[src/srcf_pkg.sv]
// constants shared by the secure remote command frame checker
// assumes one clock and apb access to the register file
package srcf_pkg;
   // ==========================================================
   // frame bytes and codes
   localparam logic [7:0] SRCF_DELIM = 8'h7e;
   localparam logic [7:0] SRCF_TYPE_PLAIN = 8'h17;
   localparam logic [7:0] SRCF_TYPE_SECURE = 8'h18;
   localparam logic [7:0] SRCF_TYPE_RESPONSE = 8'h97;
   localparam logic [7:0] SRCF_CSUM_GOOD = 8'hff;
   localparam logic [7:0] SRCF_TAG_SILENT = 8'h00;
   localparam int SRCF_APPLY_BIT = 1;
   // ==========================================================
   // body byte index, counted from the frame type byte (offset 3)
   localparam logic [15:0] SRCF_IDX_TAG = 16'h0001;
   localparam logic [15:0] SRCF_IDX_PWLEN = 16'h0002;
   localparam logic [15:0] SRCF_IDX_PW = 16'h0003;
   localparam logic [15:0] SRCF_BASE_PLAIN = 16'h0002;
   // positions relative to the first destination byte
   localparam logic [15:0] SRCF_REL_DEST_LAST = 16'h0007;
   localparam logic [15:0] SRCF_REL_OPT = 16'h000a;
   localparam logic [15:0] SRCF_REL_CMD_HI = 16'h000b;
   localparam logic [15:0] SRCF_REL_CMD_LO = 16'h000c;
   localparam logic [15:0] SRCF_REL_PARAM = 16'h000d;
   // ==========================================================
   // apb register map (byte addresses)
   localparam logic [7:0] SRCF_REG_CTRL = 8'h00;
   localparam logic [7:0] SRCF_REG_PWLEN = 8'h04;
   localparam logic [7:0] SRCF_REG_PW0 = 8'h08;
   localparam logic [7:0] SRCF_REG_STAT = 8'h10;
   localparam logic [7:0] SRCF_REG_LAST = 8'h14;
   localparam int SRCF_CTRL_EE_BIT = 0;
   localparam logic [31:0] SRCF_CTRL_RESET = 32'h0000_0000;
   localparam logic [7:0] SRCF_PWLEN_RESET = 8'h00;
   // ==========================================================
   // parser states and verdict codes
   typedef enum logic [2:0] {
      SRCF_ST_SYNC, SRCF_ST_LEN_HI, SRCF_ST_LEN_LO, SRCF_ST_BODY, SRCF_ST_CSUM
   } srcf_state_t;
   typedef enum logic [2:0] {
      SRCF_WHY_NONE, SRCF_WHY_CSUM, SRCF_WHY_LOCKED, SRCF_WHY_AUTH, SRCF_WHY_FORMAT
   } srcf_why_t;
endpackage

[src/srcf_csum.sv]
// running 8-bit checksum over the frame body
// assumes the parser pulses clear on the start delimiter
module srcf_csum
   import srcf_pkg::*;
(
   // clock and reset
   input wire logic pclk,
   input wire logic presetn,
   // byte feed
   input wire logic clear,
   input wire logic add,
   input wire logic [7:0] in_byte,
   // verdict on the byte now presented as the checksum
   output logic good
);
   logic [7:0] sum;
   logic [7:0] next_sum;

   // ==========================================================
   // accumulate
   // sum wraps on purpose: only the low eight bits count
   assign next_sum = clear ? 8'h00 : (add ? 8'(sum + in_byte) : sum);
   assign good = (8'(sum + in_byte) == SRCF_CSUM_GOOD);

   always_ff @(posedge pclk or negedge presetn) begin
      if (!presetn) begin
         sum <= 8'h00;
      end else begin
         sum <= next_sum;
      end
   end
endmodule

[src/srcf_frame.sv]
// secure remote command frame checker: parses request frames from the
// host byte stream and decides whether a command may be executed
// assumes bytes arrive unescaped, one per rx_valid cycle, synchronous to pclk

// How it works
// secure request frames carry type 0x18 plus a password
// byte at offset 4 is the tag echoed in the 0x97 response
// offset 5 holds password length, password bytes follow from offset 6
// 64-bit destination follows the password, most significant byte first
// two reserved bytes after the destination are ignored
// options bit 1 requests immediate apply, else changes wait
// two ascii command bytes follow the options byte
// optional parameter follows the command; absent means a query
// with a password set, plain 0x17 requests are refused
// with a password set, secure ones need correct password and encryption
// with a password set, network commands need a protected sender
// with no password set, plain 0x17 requests are accepted
// host may send secure requests with password ascii zero when unset
// 16-bit length counts bytes between length field and checksum
// checksum is 0xff minus the 8-bit sum from offset 3 on
// tag zero suppresses the response frame
// frames open with 0x7e then the length; receiver hunts for it
// frames with a bad checksum are dropped without action
module srcf_frame
   import srcf_pkg::*;
#(
   parameter int PW_MAX = 8,
   parameter int PARAM_MAX = 8
) (
   // clock and reset
   input wire logic pclk,
   input wire logic presetn,
   // apb slave
   input wire logic psel,
   input wire logic penable,
   input wire logic pwrite,
   input wire logic [7:0] paddr,
   input wire logic [31:0] pwdata,
   output logic [31:0] prdata,
   output logic pready,
   output logic pslverr,
   // host byte stream
   input wire logic rx_valid,
   input wire logic [7:0] rx_byte,
   // accepted command
   output logic cmd_valid,
   output logic cmd_secure,
   output logic [7:0] cmd_tag,
   output logic cmd_respond,
   output logic [63:0] cmd_dest,
   output logic cmd_apply,
   output logic [15:0] cmd_name,
   output logic [PARAM_MAX*8-1:0] cmd_param,
   output logic [15:0] cmd_param_len,
   // refused frame
   output logic frame_reject,
   output logic [2:0] reject_why,
   // commands arriving from other nodes
   input wire logic net_cmd_valid,
   input wire logic net_src_protected,
   output logic net_cmd_accept
);
   localparam int PW_WORDS = (PW_MAX + 3) / 4;

   srcf_state_t st;
   srcf_state_t next_st;
   logic [31:0] ctrl;
   logic [7:0] remote_cmd_password_len;
   logic [31:0] pw_word [PW_WORDS];
   logic [PW_WORDS*32-1:0] pw_flat;
   logic [15:0] len;
   logic [15:0] idx;
   logic [7:0] ftype;
   logic [7:0] pl;
   logic pw_ok;
   logic [7:0] param_mem [PARAM_MAX];
   logic [7:0] acc_cnt;
   logic [7:0] rej_cnt;
   logic [2:0] last_why;

   // ==========================================================
   // apb decode; zero wait states, read data captured in setup
   logic wr_en;
   logic rd_setup;
   logic hit;
   logic [31:0] rd_mux;
   logic encryption_enable;
   logic locked;
   assign pready = 1'b1;
   assign wr_en = psel & penable & pwrite;
   assign rd_setup = psel & ~penable & ~pwrite;
   assign hit = (paddr == SRCF_REG_CTRL) | (paddr == SRCF_REG_PWLEN)
      | (paddr == SRCF_REG_STAT) | (paddr == SRCF_REG_LAST)
      | ((paddr >= SRCF_REG_PW0) && (paddr < 8'(SRCF_REG_PW0 + 4 * PW_WORDS))
         && (paddr[1:0] == 2'b00));
   assign pslverr = psel & penable & ~hit;
   assign encryption_enable = ctrl[SRCF_CTRL_EE_BIT];
   assign locked = (remote_cmd_password_len != 8'h00);

   always_comb begin
      rd_mux = 32'h0000_0000;
      if (paddr == SRCF_REG_CTRL) rd_mux = ctrl;
      if (paddr == SRCF_REG_PWLEN) rd_mux = {24'h000000, remote_cmd_password_len};
      if (paddr == SRCF_REG_STAT) rd_mux = {16'h0000, rej_cnt, acc_cnt};
      if (paddr == SRCF_REG_LAST) rd_mux = {13'h0, last_why, 8'h00, cmd_tag};
      for (int w = 0; w < PW_WORDS; w++) begin
         if (paddr == 8'(SRCF_REG_PW0 + 4 * w)) rd_mux = pw_word[w];
      end
   end

   // control registers; reserved ctrl bits read back as zero
   always_ff @(posedge pclk or negedge presetn) begin
      if (!presetn) begin
         ctrl <= SRCF_CTRL_RESET;
         remote_cmd_password_len <= SRCF_PWLEN_RESET;
         prdata <= 32'h0000_0000;
      end else begin
         if (wr_en && paddr == SRCF_REG_CTRL) ctrl <= pwdata & 32'h0000_0001;
         if (wr_en && paddr == SRCF_REG_PWLEN) remote_cmd_password_len <= pwdata[7:0];
         if (rd_setup) prdata <= hit ? rd_mux : 32'h0000_0000;
      end
   end

   // password store, four bytes a word, byte k at word k/4 lane k%4
   for (genvar w = 0; w < PW_WORDS; w++) begin : g_pw
      always_ff @(posedge pclk or negedge presetn) begin
         if (!presetn) begin
            pw_word[w] <= 32'h0000_0000;
         end else if (wr_en && paddr == 8'(SRCF_REG_PW0 + 4 * w)) begin
            pw_word[w] <= pwdata;
         end
      end
      assign pw_flat[w*32 +: 32] = pw_word[w];
   end

   // ==========================================================
   // field positions for the frame in progress
   logic secure;
   logic plain;
   logic [15:0] base;
   logic [15:0] rel;
   logic [15:0] min_len;
   logic in_fields;
   logic in_pw;
   logic [15:0] pw_k;
   logic [15:0] par_k;
   logic last_body;
   logic csum_good;
   logic pw_match;
   logic bad_len;
   logic body_byte;
   logic end_byte;
   assign secure = (ftype == SRCF_TYPE_SECURE);
   assign plain = (ftype == SRCF_TYPE_PLAIN);
   // destination starts right after the password bytes
   assign base = secure ? 16'(SRCF_IDX_PW + {8'h00, pl}) : SRCF_BASE_PLAIN;
   assign rel = 16'(idx - base);
   assign in_fields = (idx >= base) && (plain || idx > SRCF_IDX_PWLEN);
   assign in_pw = secure && idx >= SRCF_IDX_PW && idx < base;
   assign pw_k = 16'(idx - SRCF_IDX_PW);
   assign par_k = 16'(rel - SRCF_REL_PARAM);
   assign min_len = 16'(base + SRCF_REL_PARAM);
   assign last_body = (idx == 16'(len - 16'h0001));
   assign body_byte = rx_valid && st == SRCF_ST_BODY;
   assign end_byte = rx_valid && st == SRCF_ST_CSUM;
   assign pw_match = pw_ok && (pl == remote_cmd_password_len);
   // parameters longer than the store are refused rather than cut
   assign bad_len = (len < min_len) || (16'(len - min_len) > 16'(PARAM_MAX));

   srcf_csum u_csum (
      .pclk(pclk),
      .presetn(presetn),
      .clear(rx_valid && st == SRCF_ST_SYNC),
      .add(body_byte),
      .in_byte(rx_byte),
      .good(csum_good)
   );

   // ==========================================================
   // verdict at the checksum byte
   logic known;
   logic accept;
   srcf_why_t why;
   assign known = (secure | plain) && len != 16'h0000;
   always_comb begin
      why = SRCF_WHY_NONE;
      if (!csum_good) why = SRCF_WHY_CSUM;
      else if (bad_len) why = SRCF_WHY_FORMAT;
      else if (plain && locked) why = SRCF_WHY_LOCKED;
      else if (secure && locked && !(pw_match && encryption_enable)) why = SRCF_WHY_AUTH;
   end
   // unlocked: plain frames and secure ones with any password pass
   assign accept = end_byte && known && why == SRCF_WHY_NONE;

   // ==========================================================
   // parser state; only a delimiter leaves the hunt
   always_comb begin
      next_st = st;
      if (rx_valid) begin
         case (st)
            SRCF_ST_SYNC: if (rx_byte == SRCF_DELIM) next_st = SRCF_ST_LEN_HI;
            SRCF_ST_LEN_HI: next_st = SRCF_ST_LEN_LO;
            SRCF_ST_LEN_LO: next_st = ({len[7:0], rx_byte} == 16'h0000) ? SRCF_ST_CSUM
               : SRCF_ST_BODY;
            SRCF_ST_BODY: if (last_body) next_st = SRCF_ST_CSUM;
            SRCF_ST_CSUM: next_st = SRCF_ST_SYNC;
            default: next_st = SRCF_ST_SYNC;
         endcase
      end
   end

   always_ff @(posedge pclk or negedge presetn) begin
      if (!presetn) st <= SRCF_ST_SYNC;
      else st <= next_st;
   end

   // length, index and header bytes
   always_ff @(posedge pclk or negedge presetn) begin
      if (!presetn) begin
         len <= 16'h0000;
         idx <= 16'h0000;
         ftype <= 8'h00;
         pl <= 8'h00;
      end else if (rx_valid) begin
         if (st == SRCF_ST_LEN_HI || st == SRCF_ST_LEN_LO) len <= {len[7:0], rx_byte};
         if (st == SRCF_ST_LEN_LO) idx <= 16'h0000;
         if (body_byte) idx <= 16'(idx + 16'h0001);
         if (body_byte && idx == 16'h0000) ftype <= rx_byte;
         if (body_byte && idx == SRCF_IDX_PWLEN) pl <= rx_byte;
      end
   end

   // password compare, byte by byte as they pass
   always_ff @(posedge pclk or negedge presetn) begin
      if (!presetn) begin
         pw_ok <= 1'b0;
      end else if (rx_valid && st == SRCF_ST_LEN_LO) begin
         pw_ok <= 1'b1;
      end else if (body_byte && in_pw) begin
         if (pw_k >= 16'(PW_MAX) || rx_byte != pw_flat[pw_k[7:0]*8 +: 8]) pw_ok <= 1'b0;
      end
   end

   // command fields; they hold from cmd_valid until the next frame overwrites
   always_ff @(posedge pclk or negedge presetn) begin
      if (!presetn) begin
         cmd_tag <= 8'h00;
         cmd_dest <= 64'h0;
         cmd_apply <= 1'b0;
         cmd_name <= 16'h0000;
      end else if (body_byte) begin
         if (idx == SRCF_IDX_TAG) cmd_tag <= rx_byte;
         if (in_fields && rel <= SRCF_REL_DEST_LAST) cmd_dest <= {cmd_dest[55:0], rx_byte};
         // the two reserved bytes fall between and are never stored
         if (in_fields && rel == SRCF_REL_OPT) cmd_apply <= rx_byte[SRCF_APPLY_BIT];
         if (in_fields && rel == SRCF_REL_CMD_HI) cmd_name[15:8] <= rx_byte;
         if (in_fields && rel == SRCF_REL_CMD_LO) cmd_name[7:0] <= rx_byte;
      end
   end

   // parameter bytes, first byte in the lowest lane
   for (genvar p = 0; p < PARAM_MAX; p++) begin : g_par
      always_ff @(posedge pclk or negedge presetn) begin
         if (!presetn) begin
            param_mem[p] <= 8'h00;
         end else if (body_byte && in_fields && rel >= SRCF_REL_PARAM
               && par_k == 16'(p)) begin
            param_mem[p] <= rx_byte;
         end
      end
      assign cmd_param[p*8 +: 8] = param_mem[p];
   end

   // ==========================================================
   // outcome strobes and counters
   always_ff @(posedge pclk or negedge presetn) begin
      if (!presetn) begin
         cmd_valid <= 1'b0;
         cmd_secure <= 1'b0;
         cmd_param_len <= 16'h0000;
         frame_reject <= 1'b0;
         reject_why <= 3'h0;
         acc_cnt <= 8'h00;
         rej_cnt <= 8'h00;
         last_why <= 3'h0;
      end else begin
         cmd_valid <= accept;
         frame_reject <= end_byte && known && why != SRCF_WHY_NONE;
         if (accept) begin
            cmd_secure <= secure;
            cmd_param_len <= 16'(len - min_len);
            acc_cnt <= 8'(acc_cnt + 8'h01);
         end
         if (end_byte && known && why != SRCF_WHY_NONE) begin
            reject_why <= why;
            last_why <= why;
            rej_cnt <= 8'(rej_cnt + 8'h01);
         end
      end
   end

   assign cmd_respond = cmd_valid && cmd_tag != SRCF_TAG_SILENT;
   assign net_cmd_accept = net_cmd_valid && (!locked || net_src_protected);
endmodule

[config.mk]
export PLATFORM = sky130hd
export DESIGN_NAME = srcf_frame
export DESIGN_NICKNAME = d
export VERILOG_FILES = /design/src/srcf_pkg.sv /design/src/srcf_csum.sv /design/src/srcf_frame.sv
export SDC_FILE = /design/constraint.sdc
export NUM_CORES = 1
export LEC_CHECK = 0
export BUFFER_PORTS_ARGS = -buffer_cell sky130_fd_sc_hd__clkbuf_2
export CAP_MARGIN = 40
export CORE_AREA = 10 10 228 230
export CTS_CLUSTER_SIZE = 20
export DETAILED_ROUTE_END_ITERATION = 8
export DIE_AREA = 0 0 238 240
export PLACE_DENSITY = 0.57
export SLEW_MARGIN = 20
export SYNTH_ARGS = -nofsm -noshare
export SYNTH_HDL_FRONTEND = slang
export SYNTH_SLANG_ARGS = --single-unit
[constraint.sdc]
create_clock -name pclk -period 6.25 [get_ports pclk]
set_input_delay 0.3125 -clock pclk [delete_from_list [all_inputs] [get_ports pclk]]
set_output_delay 0.3125 -clock pclk [all_outputs]
set_load 0.01 [all_outputs]
## Yosys cells after proc, flatten, opt, wreduce, memory -nomap -nowiden

Index checks and enable logic that the tools add are counted.

| storage, ports and cells | value |
|---|---|
| input port bits | 56 |
| bits in registers | 356 |
| logic and storage cells | 195 |

| operators by class | value |
|---|---|
| add/subtract/negate cells | 11 |
| bitwise logic cells | 13 |
| $lt $le $gt $ge | 11 |
| reductions and logical operators | 74 |
| equality and inequality tests | 30 |
| muxes and demuxes | 23 |
| shift operators | 1 |

Operator list:

| cell | count |
|---|---|
| 32-bit 2-to-1 mux | 3 |
| 16-bit by 3-bit == test with 1-bit output (second input constant) | 4 |
| 64-bit by 12-bit indexed part select with 8-bit output | 1 |
| 16-bit by 2-bit == test with 1-bit output (second input constant) | 3 |
| 16-bit by 4-bit == test with 1-bit output (second input constant) | 3 |
| 16-bit zero test | 3 |
| 16-bit 2-to-1 mux | 3 |
| 1-bit logical AND | 41 |
| 16-bit by 1-bit == test with 1-bit output (second input constant) | 2 |
| 8-bit by 5-bit == test with 1-bit output (second input constant) | 4 |
| 16-bit by 4-bit greater-or-equal comparator with 1-bit output (second input constant) | 2 |
| 8-bit 2-to-1 mux | 3 |
| 2-bit AND reduction | 10 |
| 19-bit 2-to-1 mux | 1 |
| 3-bit 2-to-1 mux | 6 |
| 16-bit by 1-bit adder with 16-bit output (second input constant) | 1 |
| 8-bit by 1-bit adder with 8-bit output (second input constant) | 2 |
| 16-bit == test | 1 |
| 8-bit by 4-bit == test with 1-bit output (second input constant) | 2 |
| 16-bit by 2-bit greater-or-equal comparator with 1-bit output (second input constant) | 1 |
| 16-bit by 9-bit greater-or-equal comparator with 1-bit output | 1 |
| 16-bit by 2-bit greater-than comparator with 1-bit output (second input constant) | 1 |
| 16-bit by 4-bit greater-than comparator with 1-bit output (second input constant) | 1 |
| 16-bit by 3-bit <= comparator with 1-bit output (second input constant) | 1 |
| other kinds (39) | 63 |

## Depth between registers and ports, before layout

| depth | value |
|---|---|
| depth in word-level cells | 11 |
| mapped depth | 20 |
| depth with buffers taken out | 17 |

## Hierarchy

From an unflattened synthesis, not the netlist that was laid out.

| second synthesis, totals | value |
|---|---|
| cell total of the unflattened synthesis | 1,580 |
| area, all modules | 18,415.2 um^2 |

By module, submodules not included:

| module | area an instance (um^2) | sequential area each (um^2) | cells each | times used |
|---|---|---|---|---|
| srcf_frame | 17,732.0 | 8,708.4 | 1,507 | 1 |
| srcf_csum | 683.2 | 200.2 | 73 | 1 |

## Worst setup path after synthesis

OpenSTA, ideal clock, no wires.

| path | value |
|---|---|
| path kind | register to register |
| start point | register ftype[5] |
| end point | register rej_cnt[1] |
| arrival time | 4,654 ps |
| cell stages (with the launch flop) | 19 |
| path slack | 1,469 ps |
| path buffers | 1 |
| clock period less this slack | 4,781 ps |
| data required time | 6,122 ps |
| cell sequence | dfrtp_1 -> or4b_4 -> nor4_4 -> nand2_1 -> inv_1 -> ha_1 -> nor2_1 -> or3_1 -> o31a_1 -> ha_1 -> clkbuf_1 -> and3_1 -> nand4b_1 -> a31oi_1 -> nor3_1 -> nor4_1 -> nand4b_1 -> nand2_1 -> mux2_1 |

| on the way | value |
|---|---|
| longest elaborated chain between the ends | 10 |

Ends and longest elaborated chain:

| element | RTL line | source |
|---|---|---|
| start, declared | srcf_frame.sv:73 | `logic [7:0] ftype;` |
| start signal, assigned | srcf_frame.sv:228 | `if (body_byte && idx == 16'h0000) ftype <= rx_byte;` |
| 8-bit by 5-bit == test with 1-bit output | srcf_frame.sv:153 | `assign secure = (ftype == SRCF_TYPE_SECURE);` |
| 9-bit 2-to-1 mux | srcf_frame.sv:156 | `assign base = secure ? 16'(SRCF_IDX_PW + {8'h00, pl}) : SRCF_BASE_PLAIN;` |
| 9-bit by 4-bit adder with 10-bit output | srcf_frame.sv:162 | `assign min_len = 16'(base + SRCF_REL_PARAM);` |
| 16-bit by 10-bit subtractor with 16-bit output | srcf_frame.sv:168 | `assign bad_len = (len < min_len) \|\| (16'(len - min_len) > 16'(PARAM_MAX));` |
| 16-bit by 4-bit greater-than comparator with 1-bit output | srcf_frame.sv:168 |  |
| 1-bit logical OR | srcf_frame.sv:168 |  |
| 3-bit 2-to-1 mux | srcf_frame.sv:188 | `else if (bad_len) why = SRCF_WHY_FORMAT;` |
| 3-bit 2-to-1 mux | srcf_frame.sv:187 | `if (!csum_good) why = SRCF_WHY_CSUM;` |
| 3-bit nonzero test | srcf_frame.sv:294 | `if (end_byte && known && why != SRCF_WHY_NONE) begin` |
| 1-bit logical AND * | srcf_frame.sv:294 |  |
| end signal, assigned | srcf_frame.sv:297 | `rej_cnt <= 8'(rej_cnt + 8'h01);` |
| end, declared | srcf_frame.sv:78 | `logic [7:0] rej_cnt;` |

Every way passes the cells marked *; elsewhere a longest branch is shown, timed or not.
A chain may end at the register's enable or synchronous reset.

## Final worst setup path

Same ends and word-level chain as after synthesis.

==> metrics <==
Post-DRT Antenna Nets=0; WHS=0.0229 ns; WL/cell=22.5 µm; commonest cells after routing, fill and taps aside=dfrtp_1 (356), clkbuf_2 (264), mux2_2 (193), nand2_1 (107), mux2_1 (65); fin. max-slew vios=0; Max Cap Viol=0; Leakage=10.7 nW; Place WS=0.861 ns; CTS Buf Count=42; DIE WIDTH=238 µm; vias in the first global route=13700; status=finished, final reports clean; die area=57100 µm²; mux contribution to synthesized area=19.3%; Tcrit/Tclk final=86.8%; Finished Cell Area=21800 µm²; # diodes=0; crit path time final=5.42 ns; post-synthesis sequential area ratio=48.9%; # IOs=267; maximum clock rate=184 MHz; cell area after synthesis=18200 µm²; max_slew headroom=35.0%; core footprint=47300 µm²; WHS Path Cells=2; Primary FF master, synth=dfrtp_1; crit end category=register; Power Density=345 nW/µm²; layout cells sized above 1=31.9%; Area after DPL=20100 µm²; final wirelength=55.4 mm; XOR/XNOR share of the synthesized area=3.97%; r2r worst-path depth=17; 1st-pass router iterations=5; Crit Path Max Fanout=9; average size of a mapped cell=11.7 µm²; Worst Max-Slew Pin Slew=0.975 ns; worst endpoint data arrival time=5.88 ns; Synth Area in Adders=2.73%; Synth top area share=48.9%; Synth Instances=1561; Via density=5.50; ys async rst share=100%; main combinational cell family by area after synthesis=multiplexers; largest area contributor in the netlist=dfrtp_1; Longest Clk Path Bufs=3; PortBufs=265; total gr overflow=0; Post-synth EDFFs=0; synth-to-layout area growth=19.4%; top post-synthesis cells by area=dfrtp_1 (49%), mux2_2 (12%), mux2_1 (4.0%); Total GRT Usage=19.0%; Total Neg Setup Slack=0 ns; post-route clock skew=0.0271 ns; clock slew at the register clock pins of the worst setup and hold paths=0.06 ns; filler cell count=4393; first-pass GRT wire length=84.6 mm; post-route setup slack=0.825 ns; Final HPWL DP=39.4 mm; Synth cell types=83; VDD IR max=179 µV; Critical Path Source Type=register; Worst Hold Class=input port to register; FP Rows=80; Required @ worst endpoint=6.70 ns; overall power=7.51 mW; most common cell after layout, fill and taps aside=dfrtp_1; GPL Wtd Cong=0.875; via count=13600; post-synthesis simple-gate area fraction=11.9%; setup violators final=0; critical path class=register to register; Total Nets Final=1912; die height=240 µm; postcts setup bufs=0; Worst-Skew Late Latency=0.57 ns; Synth Area in Compound Gates=10.1%; H-tree levels=2; largest net degree at the start of global routing=172; Yosys reg bits=356; initial antenna violation count=0; root buf cell=clkbuf_16; YS warnings=0; drt drc=0; CTS tree=built; clock sinks=356; Fin. Hold Viols=0; Starting Density=38.5%; RSZ-0062 raised after global routing=no; DR iter-0 viols=972
kinds of logic after synthesis:
| group | count (synthesis) |
|---|---|
| buffers and inverters | 134 |
| DFF | 356 |
| AOI/OAI and AO/OA | 268 |
| xor gates and xnor gates | 81 |
| other | 1 |
| and+or+nand+nor | 383 |
| adders and majority gates | 38 |
| muxes | 300 |
state kept, by name, indices dropped and copies added (netlist names), 3 cells and up:
name	flops
last_why	3
remote_cmd_password_len	8
cmd_param_len	16
cmd_param	64
len	16
pl	8
ftype	8
acc_cnt	8
u_csum.sum	8
pw_flat	64
prdata	32
idx	16
cmd_name	16
cmd_dest	64
cmd_tag	8
rej_cnt	8
st	3
synthesized netlist by cell type, drive strengths merged (4+ instances only):
master,count
a21o,7
nor4,24
or3,7
nand4b,5
o21a,7
nor4b,4
a22o,16
nor3b,8
xor2,32
inv,36
a32o,8
buf,21
nand2,107
dfrtp,356
ha,35
nand3b,4
nand4,34
a21oi,45
a22oi,18
and2,16
o31ai,13
a211oi,8
o31a,4
nand3,35
o211ai,10
mux2,258
clkbuf,76
and3,12
nor3,25
mux2i,26
or4,4
o22ai,13
nand2b,7
nor2b,13
xnor2,48
mux4,16
o21ai,61
a31oi,17
a221oi,4
and4,4
nor2,64
a211o,4
final timing paths:
path                       slack (ns)           end       start
setup reg to reg                 0.83    rej_cnt[1]    ftype[5]
hold reg to reg                  0.48    prdata[11]  prdata[11]
setup / recovery                 0.83    rej_cnt[1]    ftype[5]
max in group asynchronous        4.47         pl[0]     presetn
hold / removal                   0.02   pw_flat[44]  pwdata[12]
min in group asynchronous        0.33  cmd_dest[55]     presetn
through the flow:
stage | util, % | cells
CTS | 45.8 | 2461
finish | 46.0 | 2465
detailed placement | 42.4 | 2363
global placement | 42.4 | 2361
global route | 46.0 | 2465
floorplan | - | 1562
power breakdown:
group / internal, mW / leakage, nW / total, mW / switching [mW]
Clock: 1.47 / 0.676 / 2.48 / 1.00
Combinational: 0.911 / 5.15 / 2.22 / 1.31
Sequential: 2.48 / 4.89 / 2.81 / 0.326
Total: 4.87 / 10.7 / 7.51 / 2.64
per-layer routing:
layer	global-route usage [%]	wire length [µm]	up-vias
li1	-	-	6260
met1	24.0	24100	6860
met2	32.8	27400	370
met3	3.41	2730	71
met4	5.34	1120	0
met5	0	0	-
worst max-delay path, stage by stage (launching register included):
cell and delay (ns):
dfrtp_1 0.38, or4b_4 0.58, nor4_4 0.49, nand2_1 0.19
inv_1 0.13, ha_1 0.19, nor2_1 0.08, or3_1 0.41
o31a_1 0.26, ha_1 0.45, and3_1 0.28, nand4b_1 0.11
a31oi_1 0.23, nor3_1 0.10, nor4_1 0.48, nand4b_1 0.35
nand2_1 0.24, mux2_1 0.33
repair_timing:
item / in CTS / in global routing
resized for setup: 0 / 0
hold endpoints to repair: 143 / 0
hold buffers: 22 / 0
cell type report:
type                            count  area (µm²)  area share, %
Clock inverter                     19         231           1.06
Inverter                           37         139          0.638
Tap cell                          615         769           3.53
Multi-Input combinational cell   1072        8780           40.3
Sequential cell                   356        8910           40.9
Timing Repair Buffer              309        1790           8.23
Clock buffer                       57        1160           5.32
Power figures use the tool's default switching activity.
